===== src/verilog/vpw_irq_pkg.sv =====
// constants for the vpw bus interrupt, dma request and receive sleep control
// Summary of operation
// - vector register bits 7:3 are software read/write base; bit 0 reserved.
// - vector bits 2:1 read the encoded source of the serviced request.
// - priority level in bits 7:5; zero highest, seven never served.
// - without suspend: tx dma, rx dma, error, data/frame end, rx full, tx ready.
// - with suspend the error/lost arbitration source ranks above both dma requests.
// - software writing one to sleep blocks receive data until a frame end or break symbol.
// - asleep and idle: no rx byte, no rx full, overflow, crc, frame, bit, data-end flags.
// - asleep and transmitting: no rx byte, rx full, overflow; errors still reported.
// - sleep ignores zero writes; set on reset or timeout; stays set until frame end or break.
// - sleep clears on frame end or break; forced set while disabled.
// - rx block end pending set after last rx dma; interrupts only with rx-full mask.
// - tx block end pending set after last tx dma; interrupts only with tx-ready mask.
// - block end pending bits take only zero writes, which cancel the request.
// - both block end pending bits clear after disable held six clocks.
// - dma mask bit clears when its counter reaches zero, with pending bit set.
// - a pending source requests an interrupt only when its mask bit is one.
// - mask register forced to zero once disable held six clocks.
// - mask bits high to low: error, tx-ready, rx-full, lost-arb, rx-dma, data-end, frame-end, tx-dma.
// - rx dma mask zero: rx full interrupts; one: rx full requests dma instead.
// - tx dma mask zero: tx ready interrupts; one: tx ready requests dma instead.
// - with suspend option, all dma held off while error or lost arbitration set.
package vpw_irq_pkg;
  localparam logic [7:0] off_vector   = 8'hf8;
  localparam logic [7:0] off_priority = 8'hf9;
  localparam logic [7:0] off_mask     = 8'hfa;
  localparam logic [7:0] rst_priority = 8'h10;
  localparam logic [7:0] rst_mask     = 8'h00;
  localparam logic [4:0] rst_vector_base = 5'h00;
  localparam int pos_sleep   = 4;
  localparam int pos_rx_bep  = 1;
  localparam int pos_tx_bep  = 0;
  localparam int pos_err_m       = 7;
  localparam int pos_tx_ready_m  = 6;
  localparam int pos_rx_full_m   = 5;
  localparam int pos_lost_arb_m  = 4;
  localparam int pos_rxd_m       = 3;
  localparam int pos_data_end_m  = 2;
  localparam int pos_frame_end_m = 1;
  localparam int pos_txd_m       = 0;
  localparam logic [2:0] disable_hold_cycles = 3'h6;
  localparam logic [1:0] code_error = 2'h0;
  localparam logic [1:0] code_end   = 2'h1;
  localparam logic [1:0] code_rx    = 2'h2;
  localparam logic [1:0] code_tx    = 2'h3;
  localparam logic [2:0] level_never = 3'h7;
  typedef enum logic [6:0] {
    srv_none  = 7'h01,
    srv_txdma = 7'h02,
    srv_rxdma = 7'h04,
    srv_err   = 7'h08,
    srv_end   = 7'h10,
    srv_rx    = 7'h20,
    srv_tx    = 7'h40
  } serve_t;
endpackage

===== src/verilog/vpw_bus_irq_dma_control.sv =====
// interrupt, dma request and receive sleep control of the vpw protocol decoder
//
// Local design decision: strobed register access.
`timescale 1ns/1ps
module vpw_bus_irq_dma_control (
  input  wire logic       mclk,
  input  wire logic       reset,
  input  wire logic [7:0] addr,
  input  wire logic [7:0] wdata,
  input  wire logic       wr,
  input  wire logic       rd,
  output logic      [7:0] rdata,
  input  wire logic       peripheral_enable,
  input  wire logic       peripheral_disable,
  input  wire logic       dma_suspend_option,
  input  wire logic       transmitting,
  input  wire logic       tx_timeout_flag,
  input  wire logic       frame_end_symbol,
  input  wire logic       break_symbol,
  input  wire logic       error_flag,
  input  wire logic       lost_arbitration_flag,
  input  wire logic       data_end_min_flag,
  input  wire logic       frame_end_min_flag,
  input  wire logic       rx_full_flag,
  input  wire logic       tx_ready_flag,
  input  wire logic       rx_dma_done,
  input  wire logic       tx_dma_done,
  input  wire logic       rx_dma_last,
  input  wire logic       tx_dma_last,
  input  wire logic       irq_ack,
  output logic            irq_req,
  output logic      [2:0] priority_level,
  output logic            rx_dma_req,
  output logic            tx_dma_req,
  output logic            rx_accept,
  output logic            rx_error_enable,
  output logic            rx_data_end_enable
);
  typedef struct packed {
    logic [4:0] vector_base;
    logic [1:0] source_code;
    logic [2:0] level;
    logic       rx_sleep;
    logic       rx_block_end_pending;
    logic       tx_block_end_pending;
    logic [7:0] mask;
    logic [2:0] dis_count;
    logic [7:0] rdata;
  } state_t;

  state_t cur;
  state_t next_cur;
  vpw_irq_pkg::serve_t serve;
  logic dis_long;
  logic dma_hold;
  logic rx_int_src;
  logic tx_int_src;
  logic err_int;
  logic end_int;

  function automatic logic hit(input logic [7:0] a, input logic [7:0] off);
    hit = (a == off);
  endfunction

  assign dis_long = (cur.dis_count == vpw_irq_pkg::disable_hold_cycles);
  assign dma_hold = dma_suspend_option & (error_flag | lost_arbitration_flag);

  assign rx_dma_req = cur.mask[vpw_irq_pkg::pos_rxd_m] & rx_full_flag & ~dma_hold;
  assign tx_dma_req = cur.mask[vpw_irq_pkg::pos_txd_m] & tx_ready_flag & ~dma_hold;

  assign err_int = (error_flag & cur.mask[vpw_irq_pkg::pos_err_m])
                 | (lost_arbitration_flag & cur.mask[vpw_irq_pkg::pos_lost_arb_m]);
  assign end_int = (data_end_min_flag & cur.mask[vpw_irq_pkg::pos_data_end_m])
                 | (frame_end_min_flag & cur.mask[vpw_irq_pkg::pos_frame_end_m]);
  assign rx_int_src = cur.mask[vpw_irq_pkg::pos_rx_full_m]
                    & ((rx_full_flag & ~cur.mask[vpw_irq_pkg::pos_rxd_m]) | cur.rx_block_end_pending);
  assign tx_int_src = cur.mask[vpw_irq_pkg::pos_tx_ready_m]
                    & ((tx_ready_flag & ~cur.mask[vpw_irq_pkg::pos_txd_m]) | cur.tx_block_end_pending);

  always_comb begin
    serve = vpw_irq_pkg::srv_none;
    if (dma_suspend_option && err_int) begin
      serve = vpw_irq_pkg::srv_err;
    end else if (tx_dma_req) begin
      serve = vpw_irq_pkg::srv_txdma;
    end else if (rx_dma_req) begin
      serve = vpw_irq_pkg::srv_rxdma;
    end else if (err_int) begin
      serve = vpw_irq_pkg::srv_err;
    end else if (end_int) begin
      serve = vpw_irq_pkg::srv_end;
    end else if (rx_int_src) begin
      serve = vpw_irq_pkg::srv_rx;
    end else if (tx_int_src) begin
      serve = vpw_irq_pkg::srv_tx;
    end
  end

  assign irq_req = (serve inside {vpw_irq_pkg::srv_err, vpw_irq_pkg::srv_end,
                                  vpw_irq_pkg::srv_rx, vpw_irq_pkg::srv_tx})
                 && (cur.level != vpw_irq_pkg::level_never);
  assign priority_level = cur.level;

  assign rx_accept          = ~cur.rx_sleep;
  assign rx_error_enable    = ~cur.rx_sleep | transmitting;
  assign rx_data_end_enable = ~cur.rx_sleep;

  always_comb begin
    next_cur = cur;
    next_cur.rdata = 8'h00;
    if (peripheral_disable && !dis_long) begin
      next_cur.dis_count = cur.dis_count + 3'h1;
    end else if (!peripheral_disable) begin
      next_cur.dis_count = 3'h0;
    end

    if (irq_ack) begin
      case (serve)
        vpw_irq_pkg::srv_err: next_cur.source_code = vpw_irq_pkg::code_error;
        vpw_irq_pkg::srv_end: next_cur.source_code = vpw_irq_pkg::code_end;
        vpw_irq_pkg::srv_rx:  next_cur.source_code = vpw_irq_pkg::code_rx;
        vpw_irq_pkg::srv_tx:  next_cur.source_code = vpw_irq_pkg::code_tx;
        default:              next_cur.source_code = cur.source_code;
      endcase
    end

    if (wr) begin
      if (hit(addr, vpw_irq_pkg::off_vector)) begin
        next_cur.vector_base = wdata[7:3];
      end
      if (hit(addr, vpw_irq_pkg::off_priority)) begin
        next_cur.level = wdata[7:5];
        if (wdata[vpw_irq_pkg::pos_sleep]) begin
          next_cur.rx_sleep = 1'b1;
        end
        if (!wdata[vpw_irq_pkg::pos_rx_bep]) begin
          next_cur.rx_block_end_pending = 1'b0;
        end
        if (!wdata[vpw_irq_pkg::pos_tx_bep]) begin
          next_cur.tx_block_end_pending = 1'b0;
        end
      end
      if (hit(addr, vpw_irq_pkg::off_mask)) begin
        next_cur.mask = wdata;
      end
    end

    if (frame_end_symbol || break_symbol) begin
      next_cur.rx_sleep = 1'b0;
    end
    if (tx_timeout_flag) begin
      next_cur.rx_sleep = 1'b1;
    end
    if (!peripheral_enable || peripheral_disable) begin
      next_cur.rx_sleep = 1'b1;
    end

    // dma mask clears at block end
    if (rx_dma_done && rx_dma_last) begin
      next_cur.rx_block_end_pending = 1'b1;
      next_cur.mask[vpw_irq_pkg::pos_rxd_m] = 1'b0;
    end
    if (tx_dma_done && tx_dma_last) begin
      next_cur.tx_block_end_pending = 1'b1;
      next_cur.mask[vpw_irq_pkg::pos_txd_m] = 1'b0;
    end

    if (dis_long) begin
      next_cur.rx_block_end_pending = 1'b0;
      next_cur.tx_block_end_pending = 1'b0;
      next_cur.mask = vpw_irq_pkg::rst_mask;
    end

    if (rd) begin
      if (hit(addr, vpw_irq_pkg::off_vector)) begin
        next_cur.rdata = {cur.vector_base, cur.source_code, 1'b0};
      end else if (hit(addr, vpw_irq_pkg::off_priority)) begin
        next_cur.rdata = {cur.level, cur.rx_sleep, 2'b00,
                          cur.rx_block_end_pending, cur.tx_block_end_pending};
      end else if (hit(addr, vpw_irq_pkg::off_mask)) begin
        next_cur.rdata = cur.mask;
      end
    end
  end

  always_ff @(posedge mclk) begin
    if (reset) begin
      cur.vector_base          <= vpw_irq_pkg::rst_vector_base;
      cur.source_code          <= vpw_irq_pkg::code_error;
      cur.level                <= vpw_irq_pkg::rst_priority[7:5];
      cur.rx_sleep             <= vpw_irq_pkg::rst_priority[4];
      cur.rx_block_end_pending <= vpw_irq_pkg::rst_priority[1];
      cur.tx_block_end_pending <= vpw_irq_pkg::rst_priority[0];
      cur.mask                 <= vpw_irq_pkg::rst_mask;
      cur.dis_count            <= 3'h0;
      cur.rdata                <= 8'h00;
    end else begin
      cur <= next_cur;
    end
  end

  assign rdata = cur.rdata;

  a_mask_cleared: assert property (@(posedge mclk) disable iff (reset)
    peripheral_disable [*7] |=> (cur.mask == 8'h00))
    else $error("mask not cleared after long disable");

  a_pending_cleared: assert property (@(posedge mclk) disable iff (reset)
    peripheral_disable [*7] |=> !cur.rx_block_end_pending && !cur.tx_block_end_pending)
    else $error("block end pending not cleared after long disable");

  a_rx_block_end: assert property (@(posedge mclk) disable iff (reset)
    rx_dma_done && rx_dma_last |=> !cur.mask[vpw_irq_pkg::pos_rxd_m]
      && (cur.rx_block_end_pending || $past(dis_long)))
    else $error("rx block end did not clear dma mask");

  a_rx_dma_gate: assert property (@(posedge mclk) disable iff (reset)
    !cur.mask[3] |-> !rx_dma_req)
    else $error("rx dma request while masked");

  a_dma_suspend: assert property (@(posedge mclk) disable iff (reset)
    dma_suspend_option && (error_flag || lost_arbitration_flag) |-> !rx_dma_req && !tx_dma_req)
    else $error("dma issued while suspended");

  a_sleep_forced: assert property (@(posedge mclk) disable iff (reset)
    !peripheral_enable |=> cur.rx_sleep)
    else $error("sleep not forced while disabled");

  a_sleep_sticky: assert property (@(posedge mclk) disable iff (reset)
    cur.rx_sleep && !frame_end_symbol && !break_symbol |=> cur.rx_sleep)
    else $error("sleep cleared without frame end");

  a_level_never: assert property (@(posedge mclk) disable iff (reset)
    cur.level == 3'h7 |-> !irq_req)
    else $error("interrupt requested at level seven");

  a_sleep_idle: assert property (@(posedge mclk) disable iff (reset)
    cur.rx_sleep && !transmitting |-> !rx_accept && !rx_error_enable && !rx_data_end_enable)
    else $error("receive not suppressed while asleep");

  a_vector_read: assert property (@(posedge mclk) disable iff (reset)
    rd && addr == 8'hf8 |=> rdata[2:1] == $past(cur.source_code) && !rdata[0])
    else $error("vector source code misread");

  a_tx_block_end: assert property (@(posedge mclk) disable iff (reset)
    tx_dma_done && tx_dma_last |=> !cur.mask[vpw_irq_pkg::pos_txd_m]
      && (cur.tx_block_end_pending || $past(dis_long)))
    else $error("tx block end did not clear dma mask");

  a_tx_dma_gate: assert property (@(posedge mclk) disable iff (reset)
    !cur.mask[vpw_irq_pkg::pos_txd_m] |-> !tx_dma_req)
    else $error("tx dma request while masked");

  a_rx_full_dma: assert property (@(posedge mclk) disable iff (reset)
    cur.mask[vpw_irq_pkg::pos_rxd_m] && rx_full_flag && !dma_suspend_option |-> rx_dma_req)
    else $error("rx full did not request dma");

  a_tx_ready_dma: assert property (@(posedge mclk) disable iff (reset)
    cur.mask[vpw_irq_pkg::pos_txd_m] && tx_ready_flag && !dma_suspend_option |-> tx_dma_req)
    else $error("tx ready did not request dma");

  a_dma_first: assert property (@(posedge mclk) disable iff (reset)
    rx_dma_req || tx_dma_req |-> !irq_req)
    else $error("interrupt requested above a dma request");

  a_error_first: assert property (@(posedge mclk) disable iff (reset)
    dma_suspend_option && err_int && cur.level != vpw_irq_pkg::level_never
      |-> irq_req && serve == vpw_irq_pkg::srv_err)
    else $error("error source not served first under suspend");

  a_rx_pending_irq: assert property (@(posedge mclk) disable iff (reset)
    cur.rx_block_end_pending && cur.mask[vpw_irq_pkg::pos_rx_full_m] && cur.level != vpw_irq_pkg::level_never
      && !rx_dma_req && !tx_dma_req |-> irq_req)
    else $error("rx block end pending without interrupt");

  a_tx_pending_irq: assert property (@(posedge mclk) disable iff (reset)
    cur.tx_block_end_pending && cur.mask[vpw_irq_pkg::pos_tx_ready_m] && cur.level != vpw_irq_pkg::level_never
      && !rx_dma_req && !tx_dma_req |-> irq_req)
    else $error("tx block end pending without interrupt");

  a_pending_zero: assert property (@(posedge mclk) disable iff (reset)
    wr && hit(addr, vpw_irq_pkg::off_priority) && !wdata[vpw_irq_pkg::pos_rx_bep]
      && !(rx_dma_done && rx_dma_last) |=> !cur.rx_block_end_pending)
    else $error("zero write did not clear rx pending");

  a_pending_one: assert property (@(posedge mclk) disable iff (reset)
    wr && hit(addr, vpw_irq_pkg::off_priority) && wdata[vpw_irq_pkg::pos_tx_bep] && !cur.tx_block_end_pending
      && !(tx_dma_done && tx_dma_last) |=> !cur.tx_block_end_pending)
    else $error("one write set tx pending");

  a_sleep_timeout: assert property (@(posedge mclk) disable iff (reset)
    tx_timeout_flag |=> cur.rx_sleep)
    else $error("sleep not set on timeout");

  a_sleep_wake: assert property (@(posedge mclk) disable iff (reset)
    (frame_end_symbol || break_symbol) && peripheral_enable && !peripheral_disable && !tx_timeout_flag
      |=> !cur.rx_sleep)
    else $error("sleep not cleared by frame end");

  a_sleep_write: assert property (@(posedge mclk) disable iff (reset)
    wr && hit(addr, vpw_irq_pkg::off_priority) && wdata[vpw_irq_pkg::pos_sleep]
      && !frame_end_symbol && !break_symbol |=> cur.rx_sleep)
    else $error("sleep not set by software");

  a_mask_silent: assert property (@(posedge mclk) disable iff (reset)
    cur.mask == vpw_irq_pkg::rst_mask |-> !irq_req)
    else $error("interrupt requested with all sources masked");

  a_vector_hold: assert property (@(posedge mclk) disable iff (reset)
    !(wr && hit(addr, vpw_irq_pkg::off_vector)) |=> $stable(cur.vector_base))
    else $error("vector base changed without a write");

  a_code_hold: assert property (@(posedge mclk) disable iff (reset)
    !irq_ack |=> $stable(cur.source_code))
    else $error("source code changed without acknowledge");

  a_code_latch: assert property (@(posedge mclk) disable iff (reset)
    irq_ack && serve == vpw_irq_pkg::srv_end |=> cur.source_code == vpw_irq_pkg::code_end)
    else $error("frame end source code not latched");

  a_sleep_transmit: assert property (@(posedge mclk) disable iff (reset)
    cur.rx_sleep && transmitting |-> !rx_accept && rx_error_enable && !rx_data_end_enable)
    else $error("receive gating wrong while asleep and transmitting");

  a_awake_open: assert property (@(posedge mclk) disable iff (reset)
    !cur.rx_sleep |-> rx_accept && rx_error_enable && rx_data_end_enable)
    else $error("receive blocked while awake");

  a_level_hold: assert property (@(posedge mclk) disable iff (reset)
    !(wr && hit(addr, vpw_irq_pkg::off_priority)) |=> $stable(cur.level))
    else $error("priority level changed without a write");

endmodule // vpw_bus_irq_dma_control


===== config.mk =====
export PLATFORM = sky130hd
export DESIGN_NAME = vpw_bus_irq_dma_control
export DESIGN_NICKNAME = d
export VERILOG_FILES = /design/src/verilog/vpw_irq_pkg.sv /design/src/verilog/vpw_bus_irq_dma_control.sv
export SDC_FILE = /design/constraint.sdc
export NUM_CORES = 1
export LEC_CHECK = 0
export ABC_AREA = 1
export BUFFER_PORTS_ARGS = -buffer_cell sky130_fd_sc_hd__buf_2
export CORE_MARGIN = 5
export CORE_UTILIZATION = 48
export CTS_BUF_LIST = sky130_fd_sc_hd__clkbuf_4 sky130_fd_sc_hd__clkbuf_8
export CTS_CLUSTER_DIAMETER = 200
export DETAILED_ROUTE_END_ITERATION = 16
export GPL_TIMING_DRIVEN = 0
export PLACE_DENSITY = 0.89
export SLEW_MARGIN = 20
export SYNTH_ARGS = -nofsm -noshare
export SYNTH_HDL_FRONTEND = slang
export SYNTH_SLANG_ARGS = --single-unit

===== constraint.sdc =====
create_clock -name mclk -period 2.15 [get_ports mclk]
set_input_delay 0.1075 -clock mclk [delete_from_list [all_inputs] [get_ports mclk]]
set_output_delay 0.1075 -clock mclk [all_outputs]
set_load 0.005 [all_outputs]

; ---- Word-level counts from Yosys, hierarchy flattened
; Index checks and enable logic that the tools add are counted.
[word_totals]
ff_bits = 32
latch_bits = 0
mem_bits_rw = 0
mem_bits_ro = 0
input_bits = 38
output_inout_bits = 17
elab_cells = 101
n_memories = 0
[classes]
add_sub_neg = 1
n_mul = 0
n_div = 0
order_cmp = 0
eq_ne = 12
n_shift = 0
n_mux = 22
bitwise_logic = 24
reduce_logical = 30
[op_table]
columns = operator, n
row1 = 2-to-1 mux 7 bit, 7
row2 = 2-to-1 mux 8 bit, 4
row3 = "== test 8 bit, second input constant", 3
row4 = nonzero test 2 bit, 7
row5 = bitwise AND 1 bit, 13
row6 = OR reduction 3 bit, 4
row7 = 2-to-1 mux 11 bit, 1
row8 = 2-to-1 mux 3 bit, 3
row9 = AND reduction 3 bit, 3
row10 = case mux 2 bit (4 select lines), 1
row11 = AND reduction 2 bit, 4
row12 = "== test 7 x 4 -> 1 bit, second input constant", 1
row13 = "== test 7 x 5 -> 1 bit, second input constant", 1
row14 = "== test 7 x 6 -> 1 bit, second input constant", 1
row15 = "== test 7 bit, second input constant", 1
row16 = 2-to-1 mux 1 bit, 6
row17 = "inequality test 2 x 1 -> 1 bit, second input constant", 3
row18 = bitwise OR 1 bit, 6
row19 = logical AND 1 bit, 5
row20 = NOT 1 bit, 5
row21 = nonzero test 4 bit, 1
row22 = OR reduction 2 bit, 2
row23 = "adder 3 x 1 -> 3 bit, second input constant", 1
row24 = "== test 3 bit, second input constant", 1
row25 = 3 further kinds, 5

; ---- Longest topological paths before layout
[logic_depth]
depth_word = 14
ltp_mapped = 10

; ---- Worst setup path before layout
; No wires, ideal clock.
[synth_path]
path_kind = register to register
startpoint = reg cur[8] (netlist name)
endpoint = reg cur[15] (netlist name)
t_arrival_ns = 1.242
setup_slack_ns = 0.838
path_stages_with_launch = 8
path_buffers = 0
cell_sequence = dfxtp_1 > inv_1 > ha_1 > nand2_1 > inv_1 > nor2_1 > o21ai_0 > a21oi_1
[synth_between]
elab_chain_len = 2
[synth_rtl]
columns = item, line_no
row1 = from (decl), vpw_bus_irq_dma_control.sv:51  ; state_t cur;
row2 = from (signal assigned), vpw_bus_irq_dma_control.sv:198  ; cur <= next_cur;
row3 = == test 3 bit, vpw_bus_irq_dma_control.sv:65  ; assign dis_long = (cur.dis_count == vpw_irq_pkg::disable_hold_cycles);
row4 = OR reduction 2 bit (no source line), --
; Every way passes these cells.
; A chain may end at the register's enable or synchronous reset.

; ---- Final worst setup path
[layout_path]
startpoint = in tx_timeout_flag
endpoint = reg cur[21] (netlist name)
[layout_between]
elab_chain_len = 1
[layout_rtl]
columns = item, line_no
row1 = from (decl), vpw_bus_irq_dma_control.sv:17  ; input wire logic tx_timeout_flag,
row2 = OR reduction 3 bit (no source line), --
; Every way passes these cells.

==> results.json <==
{
  "status": "finished clean",
  "grt_max_degree": 11,
  "yosysWarnings": 0,
  "cts_root_buffer": "clkbuf_4",
  "drc": 0,
  "crit_buf_inv": 4,
  "core_um2": 3310,
  "routedWlPerCell_um": 11.8,
  "rows": 21,
  "synth_top_family_by_area": "simple AND/OR/NAND/NOR gates",
  "avgSynthCellArea_um2": 7.12,
  "synthAdderAreaFrac_pct": 1.53,
  "antennaDiodeCount": 0,
  "path_cells": "dlygate4sd3_1 > buf_2 > nor3_1 > dlygate4sd3_1 > nand2_1 > dlygate4sd3_1",
  "finalClockSkew_ns": 0.00741,
  "port_buffers": 53,
  "totalWireLength_mm": 4.03,
  "clkSinkCount": 32,
  "drt-initial-drc-count": 86,
  "synth-simple-area-share_pct": 28.6,
  "cpMostUsedCell": "dlygate4sd3_1",
  "start_util_pct": 49.2,
  "synth_mux_area_share_pct": 0,
  "synthTopCellsByArea": "dfxtp_1 (39%), nand2_1 (12%), inv_1 (6.2%)",
  "rsz0062_at_grt": "no",
  "die-area_um2": 4660,
  "leakagePower_nw": 1.08,
  "layout_commonest_cell": "buf_2",
  "synth_area_um2": 1630,
  "hpwl_mm": 3.13,
  "synthCells": 229,
  "fin_nets": 333,
  "tritoncts": "yes",
  "ctsHtreeMaxLevel": 2,
  "fill_cells": 324,
  "required_ns": 2.38,
  "cts_setup_buffers": 0,
  "clk_path_buf_depth": 2,
  "tns_ns": 0,
  "grt_pass1_wl_mm": 6.62,
  "area.growth.synth_to_final_pct": 28.1,
  "cp_max_fo": 1,
  "fmax_ghz": 0.545,
  "crit_type": "input port to flop",
  "critPathLaunchType": "input port",
  "finalWeightedCongestion": 0.797,
  "slowest_delay_ns": 0.57,
  "irDropWorstVdd_v": 0.000345,
  "synth.top_cell.area_share_pct": 39.3,
  "overflow": 0,
  "die_x_um": 68.3,
  "max-cap-violations": 0,
  "viasPerCell": 4.94,
  "final_cell_mix": "buf_2 (54), nand2_1 (50), dfxtp_1 (32)",
  "track_usage_pct": 18.9,
  "antenna_found_initial": 0,
  "hold_path_class": "input port to flop",
  "worst_pin_slew_ns": 0.614,
  "setup_violations": 0,
  "crit_path_end_kind": "flop",
  "clkTransAtPathRegs_ns": 0.10,
  "relSlewSlack_pct": 58.8,
  "min_period_ns": 1.83,
  "total_power_mw": 1.22,
  "critPathSlowestCell": "dlygate4sd3_1",
  "fin_crit_sh_pct": 85.3,
  "finalMaxSlewViolations": 0,
  "synth_xor_area_share_pct": 0,
  "postRouteAntennaNets": 0,
  "first_global_vias": 1498,
  "synth_compound_area_share_pct": 16.9,
  "ios": 55,
  "crit_family": "buffers and inverters",
  "synth_cell_types": 30,
  "synth_top_cell_by_area": "dfxtp_1",
  "cts_made_buffers": 5,
  "power.density_nw_per_um2": 582,
  "ys_ff_latch": 32,
  "drt_first_pass_iters": 4,
  "hold_violations": 0,
  "vias": 1678,
  "layout-drive-gt1-share_pct": 29.6,
  "crit_arrival_ns": 2.07,
  "die_h_um": 68.3,
  "clk_latency_ns": 0.34,
  "yosysSeqAreaShare_pct": 39.3,
  "synth_nets": 269
}
==> state kept, by name, indices dropped and copies added, names as in the netlist <==
register / cells
cur: 21
rdata: 8
priority_level: 3
==> area by class of cell <==
class / instances / area [um2] / share of cell area, %
timing repair buffer: 57 / 305 / 14.6
clock buffer: 7 / 65.1 / 3.12
inverter: 32 / 120 / 5.75
multi-input combinational: 150 / 767 / 36.7
tap: 46 / 57.6 / 2.76
buffer: 15 / 103 / 4.91
sequential: 32 / 641 / 30.7
clock inverter: 1 / 30.0 / 1.44
==> kinds of logic after synthesis <==
logic type / after synthesis
adder cells (fa/ha/maj): 2
AND/OR/NAND/NOR: 102
buffers and inverters: 47
AO/OA/AOI/OAI: 46
flip-flops: 32
==> where the power goes <==
part	switching (mW)	leakage, nW	total, mW	internal (mW)
clock network	0.207	0.0515	0.515	0.308
registers	0.00478	0.259	0.603	0.598
logic	0.0550	0.771	0.0974	0.0424
==> per-stage QoR <==
stage          hold WS [ns]  util [%]  setup slack, ns  instance area, um2  std cells
3_3_place_gp          0.302      59.0            0.622                1950        328
6_report             0.0147      63.1            0.317                2090        340
4_1_cts             0.00607      63.1            0.345                2090        340
2_1_floorplan         0.210         -            0.838                1630        229
3_5_place_dp          0.306      59.0            0.543                1950        328
5_1_grt             0.00252      63.1            0.209                2090        340
==> metal layers <==
metal	global-route usage [%]	part of all wire [%]	vias up
met1	22.6	42	727
met3	4.76	9.0	10
li1	-	-	875
met4	7.44	1.8	0
met5	0	0	-
met2	32.3	47	66
==> Yosys cell counts <==
cell,n
nand2_1,50
dfxtp_1,32
inv_1,27
nor2_1,19
a21oi_1,17
nand3_1,14
buf_4,12
nor3_1,9
o211ai_1,8
o21ai_0,8
o21ai_1,6
inv_2,5
nand4_1,3
clkbuf_1,2
ha_1,2
a2111oi_0,1
a211oi_2,1
a31o_1,1
a31oi_1,1
a32oi_1,1
buf_2,1
nand2_2,1
nand2_4,1
nand3b_1,1
nor2_4,1
nor3_2,1
nor4_4,1
o21ai_2,1
o22ai_1,1
or2_2,1
==> worst paths after layout <==
path / startpoint / to / slack (ns) / cells past startpoint
worst min-delay path: wdata[0] / cur[11] / 0.01 / 3
worst min register to register: cur[26] / cur[26] / 0.48 / 2
worst max-delay path: tx_timeout_flag / cur[21] / 0.32 / 6
worst max register to register: cur[8] / cur[15] / 0.49 / 7
==> what timing repair did <==
item                      4_1_cts  5_1_grt
gates resized for setup         0        0
hold endpoints to repair        2        0
hold buffers                    4        0
==> worst min-delay path: stages <==
cell and delay [ns]:
buf_2 0.09, nor3_1 0.05, nor2_1 0.08
(Power assumes the default switching activity.)
